File: src/hdl/ebi_pkg.sv
/*
 * Constants, state encoding and register layout of the external bus interface.
 * Assumes one 100 MHz clock (sys_clk) shared by the core side and the memory bus.
 */
package ebi_pkg;

    // Region decode: six programmable windows compared against addr[25:20]
    localparam int         NUM_REGIONS    = 6;
    localparam int         DECODE_BITS    = 6;
    localparam int         DECODE_LSB     = 20;
    localparam logic [2:0] REG_MEM0       = 3'h0;
    localparam logic [2:0] REG_MEM1       = 3'h1;
    localparam logic [2:0] REG_ISA0       = 3'h2;
    localparam logic [2:0] REG_ISA1       = 3'h3;
    localparam logic [2:0] REG_SD0        = 3'h4;
    localparam logic [2:0] REG_SD1        = 3'h5;
    localparam logic [2:0] REG_NONE       = 3'h7;

    // Fallback used when no window matches
    localparam logic       DEFAULT_PORT16 = 1'b1;
    localparam logic [3:0] DEFAULT_WAITS  = 4'h3;

    // Operand sizes
    localparam logic [1:0] SIZE_BYTE      = 2'h0;
    localparam logic [1:0] SIZE_WORD      = 2'h1;

    // Memory command timing, in sys_clk cycles
    localparam logic [3:0] SD_RCD_WAIT    = 4'h1;
    localparam logic [3:0] SD_CL_WAIT     = 4'h1;

    // Row/column multiplexing of the byte address onto the address pins
    localparam int         ROW_LSB        = 10;
    localparam int         ROW_W          = 13;
    localparam int         COL_LSB        = 1;
    localparam int         COL_W          = 9;
    localparam int         BANK_LSB       = 23;
    localparam int         BANK_W         = 2;
    localparam int         PIN_ROW_LSB    = 1;
    localparam int         PIN_COL_LSB    = 1;
    localparam int         PIN_BANK_LSB   = 14;
    localparam int         PIN_AUTOPRE    = 11;

    typedef enum logic [2:0] {
        ST_IDLE    = 3'b000,
        ST_SETUP   = 3'b001,
        ST_STROBE  = 3'b010,
        ST_SD_ACT  = 3'b011,
        ST_SD_RCD  = 3'b100,
        ST_SD_CMD  = 3'b101,
        ST_SD_CL   = 3'b110,
        ST_RECOVER = 3'b111
    } bus_state_t;

    typedef struct packed {
        bus_state_t  st;
        logic [3:0]  cnt;
        logic [3:0]  waits;
        logic [2:0]  region;
        logic        wide;
        logic        wr;
        logic [1:0]  size;
        logic [2:0]  beats;
        logic [25:0] addr;
        logic [31:0] wsh;
        logic [31:0] rsh;
        logic        ready;
        logic        done;
        logic        rw;
        logic        oe_n;
        logic [1:0]  mem_sel_n;
        logic [1:0]  isa_rd_n;
        logic [1:0]  isa_wr_n;
        logic        ras_n;
        logic        cas_n;
        logic        sdram_write_en_n_n;
        logic [1:0]  sd_sel_n;
        logic        umask;
        logic        lmask;
        logic        cke;
        logic [1:0]  bufen;
        logic [23:1] baddr;
        logic        a25;
        logic [15:0] dout;
        logic        doe;
    } bus_regs_t;

    localparam bus_regs_t BUS_RESET = '{
        st:        ST_IDLE,
        rw:        1'b1,
        oe_n:      1'b1,
        mem_sel_n: 2'h3,
        isa_rd_n:  2'h3,
        isa_wr_n:  2'h3,
        ras_n:     1'b1,
        cas_n:     1'b1,
        sdram_write_en_n_n:    1'b1,
        sd_sel_n:  2'h3,
        default:   '0
    };

endpackage : ebi_pkg

File: src/hdl/ext_bus_if.sv
/*
 * External bus interface: turns single core requests into bus cycles towards
 * asynchronous memories, two ISA-style peripherals and two memory chips with a
 * row/column command port, with 16 data lines and buffer steering.
 * Assumes the memory chips are initialised and refreshed by other logic, that
 * sys_clk is forwarded to the memory clock pin at the pad, and that all pin
 * inputs are already synchronous to sys_clk.
 */
// Notes on behaviour
// RQ1 - Read/write level low on writes, high on reads
// RQ2 - Output enable low only during bus reads
// RQ3 - Sixteen bidirectional non-multiplexed data lines
// RQ4 - Read data captured on rising clock edge
// RQ5 - Per-window programmable port width applied
// RQ6 - Unmatched address uses fixed default configuration
// RQ7 - All sixteen data lines driven on writes
// RQ8 - Byte address out, multiplexed row/column for memory
// RQ9 - Address lines 1-23 plus 25, reusable
// RQ10 - Sixteen-bit synchronous memory, 64 megabytes, no async
// RQ11 - Active-low row and column strobes
// RQ12 - Memory write enable low on writes only
// RQ13 - Two memory chip selects, second reusable
// RQ14 - Upper and lower byte mask outputs
// RQ15 - Active-high memory clock enable, bus clock
// RQ16 - Two async-memory chip selects, second reusable
// RQ17 - Two ISA peripherals with read/write strobes
// RQ18 - ISA ready low inserts wait states
// RQ19 - Two buffer enable outputs
// RQ20 - Transfer acknowledge ends cycle next edge
// RQ21 - Buffer enable only for regions behind it
`timescale 1ns/100ps
`default_nettype none

module ext_bus_if (
    // Clock and reset
    input  wire logic                                                     sys_clk,
    input  wire logic                                                     nrst,
    // Core request
    input  wire logic                                                     req_valid,
    input  wire logic                                                     req_write,
    input  wire logic [1:0]                                               req_size,
    input  wire logic [25:0]                                              req_addr,
    input  wire logic [31:0]                                              req_wdata,
    output logic                                                          req_ready,
    // Core answer
    output logic                                                          rsp_done,
    output logic      [31:0]                                              rsp_rdata,
    // Window settings
    input  wire logic [ebi_pkg::NUM_REGIONS-1:0]                          region_enable,
    input  wire logic [ebi_pkg::NUM_REGIONS-1:0][ebi_pkg::DECODE_BITS-1:0] region_base,
    input  wire logic [ebi_pkg::NUM_REGIONS-1:0][ebi_pkg::DECODE_BITS-1:0] region_mask,
    input  wire logic [ebi_pkg::NUM_REGIONS-1:0]                          region_port16,
    input  wire logic [ebi_pkg::NUM_REGIONS-1:0][3:0]                     region_waits,
    // Alternate pin use
    input  wire logic                                                     addr25_as_gpo,
    input  wire logic                                                     addr25_gpo_val,
    input  wire logic                                                     sdsel1_as_gpo,
    input  wire logic                                                     sdsel1_gpo_val,
    input  wire logic                                                     memsel1_as_gpo,
    input  wire logic                                                     memsel1_gpo_val,
    // Address and control
    output logic      [23:1]                                              bus_addr,
    output logic                                                          bus_addr25,
    output logic                                                          bus_read_write,
    output logic                                                          bus_output_en_n,
    input  wire logic                                                     transfer_ack_n,
    // Data lines D[31:16]
    input  wire logic [15:0]                                              data_in,
    output logic      [15:0]                                              data_out,
    output logic                                                          data_oe,
    // Memory command port
    output logic                                                          sdram_row_strobe_n,
    output logic                                                          sdram_col_strobe_n,
    output logic                                                          sdram_write_en_n,
    output logic                                                          sdram_select0_n,
    output logic                                                          sdram_select1_n,
    output logic                                                          sdram_upper_mask,
    output logic                                                          sdram_lower_mask,
    output logic                                                          sdram_clock_enable,
    // Asynchronous memory selects
    output logic                                                          mem_select0_n,
    output logic                                                          mem_select1_n,
    // ISA peripherals
    output logic                                                          isa0_read_strobe_n,
    output logic                                                          isa0_write_strobe_n,
    output logic                                                          isa1_read_strobe_n,
    output logic                                                          isa1_write_strobe_n,
    input  wire logic                                                     isa_io_ready,
    // Buffer steering
    output logic                                                          buffer_enable0,
    output logic                                                          buffer_enable1
);

    ebi_pkg::bus_regs_t s_r;
    ebi_pkg::bus_regs_t s_nxt;

    logic [2:0]  hit_idx;
    logic        hit_port16;
    logic [3:0]  hit_waits;
    logic        bb;
    logic        bb_req;
    logic        beat_end;
    logic [7:0]  lane8;
    logic [2:0]  nbytes;
    logic        sd_cur;
    logic        sd_nxt;
    logic        active;

    region_match u_match (
        .addr_hi    (req_addr[ebi_pkg::DECODE_LSB +: ebi_pkg::DECODE_BITS]),
        .enable     (region_enable),
        .base       (region_base),
        .mask       (region_mask),
        .port16     (region_port16),
        .waits      (region_waits),
        .idx        (hit_idx),
        .sel_port16 (hit_port16),
        .sel_waits  (hit_waits)
    );

    always_comb begin
        s_nxt    = s_r;
        s_nxt.done = 1'b0;
        s_nxt.cke  = 1'b1; // RQ15
        beat_end = 1'b0;
        bb_req   = (req_size == ebi_pkg::SIZE_BYTE) || !hit_port16;
        bb       = (s_r.size == ebi_pkg::SIZE_BYTE) || !s_r.wide;
        sd_cur   = (s_r.region == ebi_pkg::REG_SD0) || (s_r.region == ebi_pkg::REG_SD1);
        // Even byte sits on the upper lane; a narrow port always uses the upper lane
        lane8    = (s_r.wide && s_r.addr[0]) ? data_in[7:0] : data_in[15:8];
        unique case (req_size)
            ebi_pkg::SIZE_BYTE: nbytes = 3'h1;
            ebi_pkg::SIZE_WORD: nbytes = 3'h2;
            default:            nbytes = 3'h4;
        endcase

        unique case (s_r.st)
            ebi_pkg::ST_IDLE: begin
                if (req_valid) begin
                    s_nxt.wr     = req_write;
                    s_nxt.size   = req_size;
                    s_nxt.addr   = req_addr;
                    s_nxt.region = hit_idx;
                    s_nxt.wide   = hit_port16; // RQ5
                    s_nxt.waits  = hit_waits;
                    s_nxt.beats  = bb_req ? nbytes : (nbytes >> 1);
                    s_nxt.rsh    = '0;
                    // Left-justify so each beat takes the most significant part first
                    unique case (req_size)
                        ebi_pkg::SIZE_BYTE: s_nxt.wsh = {req_wdata[7:0], 24'h000000};
                        ebi_pkg::SIZE_WORD: s_nxt.wsh = {req_wdata[15:0], 16'h0000};
                        default:            s_nxt.wsh = req_wdata;
                    endcase
                    if ((hit_idx == ebi_pkg::REG_SD0) || (hit_idx == ebi_pkg::REG_SD1)) begin
                        s_nxt.st = ebi_pkg::ST_SD_ACT;
                    end else begin
                        s_nxt.st = ebi_pkg::ST_SETUP;
                    end
                end
            end
            ebi_pkg::ST_SETUP: begin
                s_nxt.cnt = s_r.waits;
                s_nxt.st  = ebi_pkg::ST_STROBE;
            end
            ebi_pkg::ST_STROBE: begin
                if (!transfer_ack_n) begin
                    beat_end = 1'b1; // RQ20
                end else if (s_r.cnt != 4'h0) begin
                    s_nxt.cnt = s_r.cnt - 4'h1;
                end else if (!isa_io_ready && ((s_r.region == ebi_pkg::REG_ISA0) ||
                                               (s_r.region == ebi_pkg::REG_ISA1))) begin
                    s_nxt.cnt = 4'h0; // RQ18
                end else begin
                    beat_end = 1'b1;
                end
            end
            ebi_pkg::ST_SD_ACT: begin
                s_nxt.cnt = ebi_pkg::SD_RCD_WAIT;
                s_nxt.st  = ebi_pkg::ST_SD_RCD;
            end
            ebi_pkg::ST_SD_RCD: begin
                if (s_r.cnt != 4'h0) begin
                    s_nxt.cnt = s_r.cnt - 4'h1;
                end else begin
                    s_nxt.st = ebi_pkg::ST_SD_CMD;
                end
            end
            ebi_pkg::ST_SD_CMD: begin
                if (s_r.wr) begin
                    beat_end = 1'b1;
                end else begin
                    s_nxt.cnt = ebi_pkg::SD_CL_WAIT;
                    s_nxt.st  = ebi_pkg::ST_SD_CL;
                end
            end
            ebi_pkg::ST_SD_CL: begin
                if (s_r.cnt != 4'h0) begin
                    s_nxt.cnt = s_r.cnt - 4'h1;
                end else begin
                    beat_end = 1'b1;
                end
            end
            ebi_pkg::ST_RECOVER: begin
                if (s_r.beats != 3'h0) begin
                    s_nxt.st = sd_cur ? ebi_pkg::ST_SD_ACT : ebi_pkg::ST_SETUP;
                end else begin
                    s_nxt.st   = ebi_pkg::ST_IDLE;
                    s_nxt.done = 1'b1;
                end
            end
        endcase

        if (beat_end) begin
            if (!s_r.wr) begin
                s_nxt.rsh = bb ? {s_r.rsh[23:0], lane8} : {s_r.rsh[15:0], data_in}; // RQ4
            end
            s_nxt.wsh   = bb ? {s_r.wsh[23:0], 8'h00} : {s_r.wsh[15:0], 16'h0000};
            s_nxt.addr  = s_r.addr + (bb ? 26'h0000001 : 26'h0000002);
            s_nxt.beats = s_r.beats - 3'h1;
            s_nxt.st    = ebi_pkg::ST_RECOVER;
        end

        // Pin levels follow the state being entered, so every pin is a flop
        sd_nxt = (s_nxt.region == ebi_pkg::REG_SD0) || (s_nxt.region == ebi_pkg::REG_SD1);
        active = (s_nxt.st != ebi_pkg::ST_IDLE) && (s_nxt.st != ebi_pkg::ST_RECOVER);
        s_nxt.ready = (s_nxt.st == ebi_pkg::ST_IDLE);
        s_nxt.rw    = !(active && s_nxt.wr); // RQ1
        s_nxt.oe_n  = !(active && !s_nxt.wr && !sd_nxt); // RQ2
        for (int i = 0; i < 2; i++) begin
            s_nxt.mem_sel_n[i] = !((s_nxt.st == ebi_pkg::ST_STROBE) &&
                                   (s_nxt.region == ebi_pkg::REG_MEM0 + 3'(i))); // RQ16
            s_nxt.isa_rd_n[i]  = !((s_nxt.st == ebi_pkg::ST_STROBE) && !s_nxt.wr &&
                                   (s_nxt.region == ebi_pkg::REG_ISA0 + 3'(i))); // RQ17
            s_nxt.isa_wr_n[i]  = !((s_nxt.st == ebi_pkg::ST_STROBE) && s_nxt.wr &&
                                   (s_nxt.region == ebi_pkg::REG_ISA0 + 3'(i))); // RQ17
            s_nxt.sd_sel_n[i]  = !(((s_nxt.st == ebi_pkg::ST_SD_ACT) ||
                                    (s_nxt.st == ebi_pkg::ST_SD_CMD)) &&
                                   (s_nxt.region == ebi_pkg::REG_SD0 + 3'(i))); // RQ13
        end
        if (memsel1_as_gpo) begin
            s_nxt.mem_sel_n[1] = memsel1_gpo_val; // RQ16
        end
        if (sdsel1_as_gpo) begin
            s_nxt.sd_sel_n[1] = sdsel1_gpo_val; // RQ13
        end
        s_nxt.ras_n  = (s_nxt.st != ebi_pkg::ST_SD_ACT); // RQ11
        s_nxt.cas_n  = (s_nxt.st != ebi_pkg::ST_SD_CMD); // RQ11
        s_nxt.sdram_write_en_n_n = !((s_nxt.st == ebi_pkg::ST_SD_CMD) && s_nxt.wr); // RQ12
        // A byte beat hides the lane that holds the other byte of the halfword
        s_nxt.umask  = ((s_nxt.size == ebi_pkg::SIZE_BYTE) || !s_nxt.wide) && s_nxt.addr[0]; // RQ14
        s_nxt.lmask  = ((s_nxt.size == ebi_pkg::SIZE_BYTE) || !s_nxt.wide) && !s_nxt.addr[0]; // RQ14
        s_nxt.bufen[0] = active && ((s_nxt.region == ebi_pkg::REG_ISA0) ||
                                    (s_nxt.region == ebi_pkg::REG_ISA1)); // RQ21
        s_nxt.bufen[1] = active && ((s_nxt.region == ebi_pkg::REG_MEM0) ||
                                    (s_nxt.region == ebi_pkg::REG_MEM1) ||
                                    (s_nxt.region == ebi_pkg::REG_NONE)); // RQ21
        s_nxt.baddr = s_nxt.addr[23:1]; // RQ8
        if (sd_nxt) begin
            s_nxt.baddr = '0;
            s_nxt.baddr[ebi_pkg::PIN_BANK_LSB +: ebi_pkg::BANK_W] =
                s_nxt.addr[ebi_pkg::BANK_LSB +: ebi_pkg::BANK_W]; // RQ10
            if (s_nxt.st == ebi_pkg::ST_SD_CMD) begin
                s_nxt.baddr[ebi_pkg::PIN_COL_LSB +: ebi_pkg::COL_W] =
                    s_nxt.addr[ebi_pkg::COL_LSB +: ebi_pkg::COL_W]; // RQ8
                // Auto precharge keeps every access a closed-page access
                s_nxt.baddr[ebi_pkg::PIN_AUTOPRE] = 1'b1;
            end else begin
                s_nxt.baddr[ebi_pkg::PIN_ROW_LSB +: ebi_pkg::ROW_W] =
                    s_nxt.addr[ebi_pkg::ROW_LSB +: ebi_pkg::ROW_W]; // RQ8
            end
        end
        s_nxt.a25 = addr25_as_gpo ? addr25_gpo_val : s_nxt.addr[25]; // RQ9
        // Narrow data is copied to both lanes so all sixteen lines carry a value
        if ((s_nxt.size == ebi_pkg::SIZE_BYTE) || !s_nxt.wide) begin
            s_nxt.dout = {s_nxt.wsh[31:24], s_nxt.wsh[31:24]}; // RQ7
        end else begin
            s_nxt.dout = s_nxt.wsh[31:16]; // RQ7
        end
        s_nxt.doe = s_nxt.wr && ((s_nxt.st == ebi_pkg::ST_SETUP) ||
                                 (s_nxt.st == ebi_pkg::ST_STROBE) ||
                                 (s_nxt.st == ebi_pkg::ST_SD_CMD)); // RQ3
    end

    always_ff @(posedge sys_clk or negedge nrst) begin
        if (!nrst) begin
            s_r <= ebi_pkg::BUS_RESET;
        end else begin
            s_r <= s_nxt;
        end
    end

    assign req_ready           = s_r.ready;
    assign rsp_done            = s_r.done;
    assign rsp_rdata           = s_r.rsh;
    assign bus_addr            = s_r.baddr;
    assign bus_addr25          = s_r.a25;
    assign bus_read_write      = s_r.rw;
    assign bus_output_en_n     = s_r.oe_n;
    assign data_out            = s_r.dout;
    assign data_oe             = s_r.doe;
    assign sdram_row_strobe_n  = s_r.ras_n;
    assign sdram_col_strobe_n  = s_r.cas_n;
    assign sdram_write_en_n    = s_r.sdram_write_en_n_n;
    assign sdram_select0_n     = s_r.sd_sel_n[0];
    assign sdram_select1_n     = s_r.sd_sel_n[1];
    assign sdram_upper_mask    = s_r.umask;
    assign sdram_lower_mask    = s_r.lmask;
    assign sdram_clock_enable  = s_r.cke;
    assign mem_select0_n       = s_r.mem_sel_n[0];
    assign mem_select1_n       = s_r.mem_sel_n[1];
    assign isa0_read_strobe_n  = s_r.isa_rd_n[0];
    assign isa0_write_strobe_n = s_r.isa_wr_n[0];
    assign isa1_read_strobe_n  = s_r.isa_rd_n[1];
    assign isa1_write_strobe_n = s_r.isa_wr_n[1];
    assign buffer_enable0      = s_r.bufen[0]; // RQ19
    assign buffer_enable1      = s_r.bufen[1];

endmodule : ext_bus_if

`default_nettype wire

File: src/hdl/region_match.sv
/*
 * Address window decoder: finds the lowest numbered enabled window that
 * matches the upper address bits and returns its port width and wait count,
 * or the fixed fallback settings when nothing matches.
 * Purely combinational; the caller registers whatever it takes from here.
 */
`timescale 1ns/100ps
`default_nettype none

module region_match (
    // Address under decode
    input  wire logic [ebi_pkg::DECODE_BITS-1:0]                          addr_hi,
    // Window settings
    input  wire logic [ebi_pkg::NUM_REGIONS-1:0]                          enable,
    input  wire logic [ebi_pkg::NUM_REGIONS-1:0][ebi_pkg::DECODE_BITS-1:0] base,
    input  wire logic [ebi_pkg::NUM_REGIONS-1:0][ebi_pkg::DECODE_BITS-1:0] mask,
    input  wire logic [ebi_pkg::NUM_REGIONS-1:0]                          port16,
    input  wire logic [ebi_pkg::NUM_REGIONS-1:0][3:0]                     waits,
    // Decode result
    output logic      [2:0]                                               idx,
    output logic                                                          sel_port16,
    output logic      [3:0]                                               sel_waits
);

    logic [ebi_pkg::NUM_REGIONS-1:0] hit;

    genvar g;
    generate
        for (g = 0; g < ebi_pkg::NUM_REGIONS; g++) begin : g_win
            assign hit[g] = enable[g] && (((addr_hi ^ base[g]) & mask[g]) == '0);
        end
    endgenerate

    // Downward loop so the lowest window wins on overlap
    always_comb begin
        idx        = ebi_pkg::REG_NONE;
        sel_port16 = ebi_pkg::DEFAULT_PORT16; // RQ6
        sel_waits  = ebi_pkg::DEFAULT_WAITS;  // RQ6
        for (int i = ebi_pkg::NUM_REGIONS - 1; i >= 0; i--) begin
            if (hit[i]) begin
                idx        = 3'(i);
                sel_port16 = port16[i]; // RQ5
                sel_waits  = waits[i];
            end
        end
    end

endmodule : region_match

`default_nettype wire

File: config.mk
export PLATFORM = sky130hd
export DESIGN_NAME = ext_bus_if
export DESIGN_NICKNAME = d
export VERILOG_FILES = /design/src/hdl/ebi_pkg.sv /design/src/hdl/ext_bus_if.sv /design/src/hdl/region_match.sv
export SDC_FILE = /design/constraint.sdc
export NUM_CORES = 1
export LEC_CHECK = 0
export ABC_AREA = 0
export BUFFER_PORTS_ARGS = -buffer_cell sky130_fd_sc_hd__buf_2
export CORE_MARGIN = 10
export CORE_UTILIZATION = 45
export DETAILED_ROUTE_END_ITERATION = 6
export GPL_ROUTABILITY_DRIVEN = 0
export GPL_TIMING_DRIVEN = 0
export HOLD_SLACK_MARGIN = 0.12
export PLACE_DENSITY = 0.82
export SLEW_MARGIN = 20
export SYNTH_ARGS = -nofsm -noshare
export SYNTH_HDL_FRONTEND = slang
export SYNTH_HIERARCHICAL = 1
export SYNTH_SLANG_ARGS = --single-unit
File: constraint.sdc
create_clock -name sys_clk -period 9.5 [get_ports sys_clk]
set_clock_uncertainty 0.05 [all_clocks]
set_input_delay 1.9 -clock sys_clk [delete_from_list [all_inputs] [get_ports sys_clk]]
set_output_delay 1.9 -clock sys_clk [all_outputs]
set_load 0.02 [all_outputs]
After elaboration in Yosys (flattened, before gate mapping). Index checks and enable logic that the tools add are counted. W data, S select, Z words.

Register bits after elaboration: 172. Logic and storage cells: 217.

Add/sub/neg operators: 3. Equality and inequality tests: 31. Muxes and demuxes: 59. Bitwise operators: 12. Reductions and logical operators: 81.

Operators with widths (count): $mux W100 (2); $mux W32 (3); $mux W93 (1); $pmux W32 S2 (1); $mux W4 (10); $and A6 B6 Y6 (6); $eq A3 B3 Y1 const B (12); $logic_not A6 Y1 (6); $xor A6 B6 Y6 (6); $logic_and A1 B1 Y1 (28); $add A26 B2 Y26 (1); $eq A3 B2 Y1 const B (8); $mux W3 (8); $mux W23 (1); $pmux W4 S5 (1); $logic_not A1 Y1 (18); $mux W1 (18); $pmux W3 S6 (1); $mux W8 (2); $mux W2 (7); $logic_or A1 B1 Y1 (13); $eq A3 B1 Y1 const B (3); $logic_not A3 Y1 (3); $mux W9 (1); other kinds (18) (26).

Depth between registers and ports, before layout.
Depth after elaboration: 21. Mapped depth: 13. Depth with buffers taken out: 11.

By module. Netlist, hierarchy kept.

Modules (own cells, without submodules): ext_bus_if (times used 1, cells an instance 852, area each 8613.3 µm², seq. area each 4120.2 µm²); region_match (times used 1, cells an instance 118, area each 837.1 µm², seq. area each 0.0 µm²).

Worst setup path before layout. Ideal clock, no wire load.

Path type: input port to flip-flop. From: in req_addr[22]. To: reg s_r (netlist bit data_out[0]). Arrival: 4284 ps. Setup slack: 5041 ps. Stages on the path: 13. Buffers on the path: 3. Cells stage by stage: buf_6 xor2_1 a222oi_1 and4_1 buf_4 nor3_1 o31a_1 o31ai_1 inv_1 o21ai_0 o21a_1 buf_6 mux2_4.

RTL lines: start, declared (line ext_bus_if.sv:42) `input wire logic [25:0] req_addr,`; end signal, assigned (line ext_bus_if.sv:286) `s_r <= ebi_pkg::BUS_RESET;`; end signal, assigned (line ext_bus_if.sv:288) `s_r <= s_nxt;`; end, declared (line ext_bus_if.sv:94) `ebi_pkg::bus_regs_t s_r;`.

==> impl_metrics.py <==
metrics = {
    "global_routing": {
        "antenna_found_initial": 1,
        "grt_pass1_wl_um": 49200,
        "first_global_vias": 9247,
        "grt_usage_pct": 23.0,
        "grt_max_degree": 102,
        "grt-ovfl-total": 0,
    },
    "place": {
        "dpl.hpwl_um": 24700,
        "port_buffers": 288,
    },
    "timing": {
        "setup_tns_ns": 0,
        "period_share_pct": 57.2,
        "fin_crit_ns": 5.44,
        "slew_viol_final": 0,
        "tightest_slew_ns": 1.12,
        "clock.fmax_mhz": 184,
        "hold_viol": 0,
        "setup_viol": 0,
        "whs_ns": 0.401,
        "rsz0062_at_grt": "no",
        "slew_headroom_pct": 24.6,
    },
    "setup_path": {
        "worst_path_largest_cell_delay_ns": 0.72,
        "start_kind": "input pin",
        "crit_chain": "buf_2, buf_6, xor2_1, a222oi_1, and4_1, buf_4, nor3_1, o31a_1, o31ai_1, inv_1, o21ai_0, o21a_1, buf_6, mux2_4",
        "slowest_stage": "a222oi_1",
        "worst-path-buf-inv": 5,
        "worstPathRequired_ns": 9.77,
        "critPathCaptureType": "flip-flop",
        "cpMostUsedCell": "buf_6",
        "worstPathArrival_ns": 5.71,
        "path_class": "input pin to flip-flop",
        "critPathMaxFanout": 10,
        "critical_path.top_delay_family": "compound AO/OA/AOI/OAI gates",
    },
    "logic_synthesis": {
        "yosysWarnings": 6,
        "ys_ff_latch": 164,
        "synth_area_leaders": "dfrtp_1, buf_4, mux2i_1",
        "synth_fa_ha_area_share_pct": 1.01,
        "synth_xor_area_share_pct": 3.34,
        "synth.distinct_cells": 80,
        "synth_top_flop_cell": "dfrtp_1",
        "syn_avg_cell_area_sq_um": 9.74,
        "synthArstFlopShare_pct": 100,
        "synth_edf_count": 0,
        "yosys.area.top_type": "dfrtp_1",
        "seq_area_frac_synth_pct": 43.6,
        "synth_top_family_by_area": "compound AO/OA/AOI/OAI gates",
        "synth_top_area_share_pct": 40.0,
        "syn_nets": 1173,
        "mappedNetlistArea_sq_mm": 0.00945,
        "yosys.area_share.simple_pct": 16.0,
        "synth_mux_area_share_pct": 9.29,
        "synthCells": 970,
        "synth_compound_area_share_pct": 16.9,
    },
    "final_layout": {
        "area_delta_synth_final_pct": 25.2,
        "drive_gt1_share_pct": 38.3,
        "n_antenna_cell": 0,
        "finalNetCount": 1481,
    },
    "clock_network": {
        "cts_inserted_buffers": 17,
        "cts.clk_slew.worst_paths_ns": 0.07,
        "cts_root_buffer": "clkbuf_16",
        "postCtsSetupBuffers": 0,
        "clk_latency_ns": 0.43,
        "clock_sinks": 164,
        "cts_tree": "done",
        "ctsResizeCount": 0,
        "htree_num_levels": 4,
        "cts_hold_buf": 0,
        "clockBufferDepth": 2,
    },
    "pwr": {
        "peakVddDrop_mv": 0.215,
        "leakage_nw": 5.66,
        "p_per_area_mw_per_mm2": 332,
    },
    "drt": {
        "dr.pass1.iters": 5,
        "first_iter_violations": 752,
        "drc": 0,
        "vias_per_cell": 5.59,
        "wl_um": 32100,
        "route.vias.total": 8724,
        "postRouteAntennaNets": 0,
        "wl_per_cell_um": 20.6,
    },
    "floorplan": {
        "ioPinCount": 289,
        "die_w_um": 165,
        "core.rowCount": 52,
        "start_util_pct": 46.3,
        "fp.dieH_um": 165,
        "dieArea_sq_mm": 0.0272,
        "core-area_sq_mm": 0.0204,
    },
    "flow_run": {
        "max_cap_viol_count": 0,
    },
    "min_path": {
        "hold_class": "flip-flop to flip-flop",
    },
    "outcome": {
        "status": "finished clean",
    },
}
## through the flow
stage	utilization (%)	worst slack [ns]	instances	cell area, sq um	total power [W]
floorplan	-	5.04	970	9450	0.00262
global placement	55.0	3.69	1528	11200	0.00318
detailed placement	55.2	3.72	1529	11300	0.00324
CTS	57.9	4.11	1561	11800	0.00393
global route	57.9	3.87	1561	11800	0.00418
finish	57.9	4.06	1561	11800	0.00393
## synth_stat cells (4+ instances only)
library cell  instances
ha_1                  6
a21oi_1              34
mux2_2               22
buf_4                73
a21o_1                5
o21ai_1               4
nand2b_1              6
and3_1               10
o31a_1                4
a22o_1                9
a221o_1               9
buf_1                 6
a31oi_1               9
nand3_1              64
o22ai_1              10
o21ai_0              59
nor2b_1               5
nor3_1               15
a22oi_1               9
o221a_2               9
inv_1                19
a222oi_1              6
nand2_1              96
a211oi_1              7
dfstp_2              13
mux2_4                8
o211ai_1              5
nor2_1               67
o21a_1                5
nand4_1              11
mux2i_1              51
and2_1                7
clkbuf_1             22
buf_2                19
xor2_1               36
buf_6                 9
dfrtp_1             151
## cell families after synthesis
family,Yosys count
mux,81
compound gates,222
flops,164
buf+inv,150
xor+xnor,36
fa+ha+maj,7
other cells,1
simple gates,309
## cell type report
type                       count  area, sq um
clock inverter                12          123
fill                        1760         8590
inverter                      20         75.1
multi-input combinational    656         4400
buffer                       130          855
clock buffer                  20          447
timing repair buffer         289         1480
sequential                   164         4120
tap                          270          338
## flip-flops by register name (all words and copies together) (netlist names), 15 cells and up
register,cells
data_out,15
s_r,72
rsp_rdata,32
bus_addr,23
## where the power goes
group          switching (W)  internal (W)  total (W)
sequential          0.000201      0.000998    0.00120
combinational        0.00119      0.000865    0.00205
clock               0.000304      0.000373   0.000677
total                0.00169       0.00224    0.00393
## per-layer routing
metal	routed length [um]	GRT usage [%]	vias up
li1	-	-	4042
met1	12500	26.2	4157
met2	16100	40.7	452
met3	2750	5.90	71
met4	783	8.33	2
met5	7	0	-
## cell usage in the layout, fill, tap and decap left out, types with 10 or more instances in the layout
master / netlist / final
buf_2: 19 / 306
dfrtp_1: 151 / 151
nand2_1: 96 / 96
buf_4: 73 / 73
nor2_1: 67 / 67
nand3_1: 64 / 64
o21ai_0: 59 / 59
mux2i_1: 51 / 51
xor2_1: 36 / 36
a21oi_1: 34 / 34
clkbuf_1: 22 / 24
mux2_2: 22 / 22
inv_1: 19 / 19
clkbuf_16: 0 / 17
nor3_1: 15 / 15
dfstp_2: 13 / 13
nand4_1: 11 / 11
o22ai_1: 10 / 10
and3_1: 10 / 10
## final timing paths
path	start	end	slack, ns	cells after the start
worst max register to register	s_r[155]$_DFF_PN0_	bus_addr[10]$_DFF_PN0_	5.32	11
worst min-delay path	s_r[151]$_DFFE_PN0P_	s_r[151]$_DFFE_PN0P_	0.40	1
worst max-delay path	req_addr[22]	data_out[5]$_DFF_PN0_	4.06	14
worst min register to register	s_r[151]$_DFFE_PN0P_	s_r[151]$_DFFE_PN0P_	0.40	1
max in group asynchronous	nrst	s_r[141]$_DFF_PN0_	7.16	2
min in group asynchronous	nrst	rsp_rdata[4]$_DFF_PN0_	1.36	1
No activity file was read; power rests on OpenSTA's default activity.
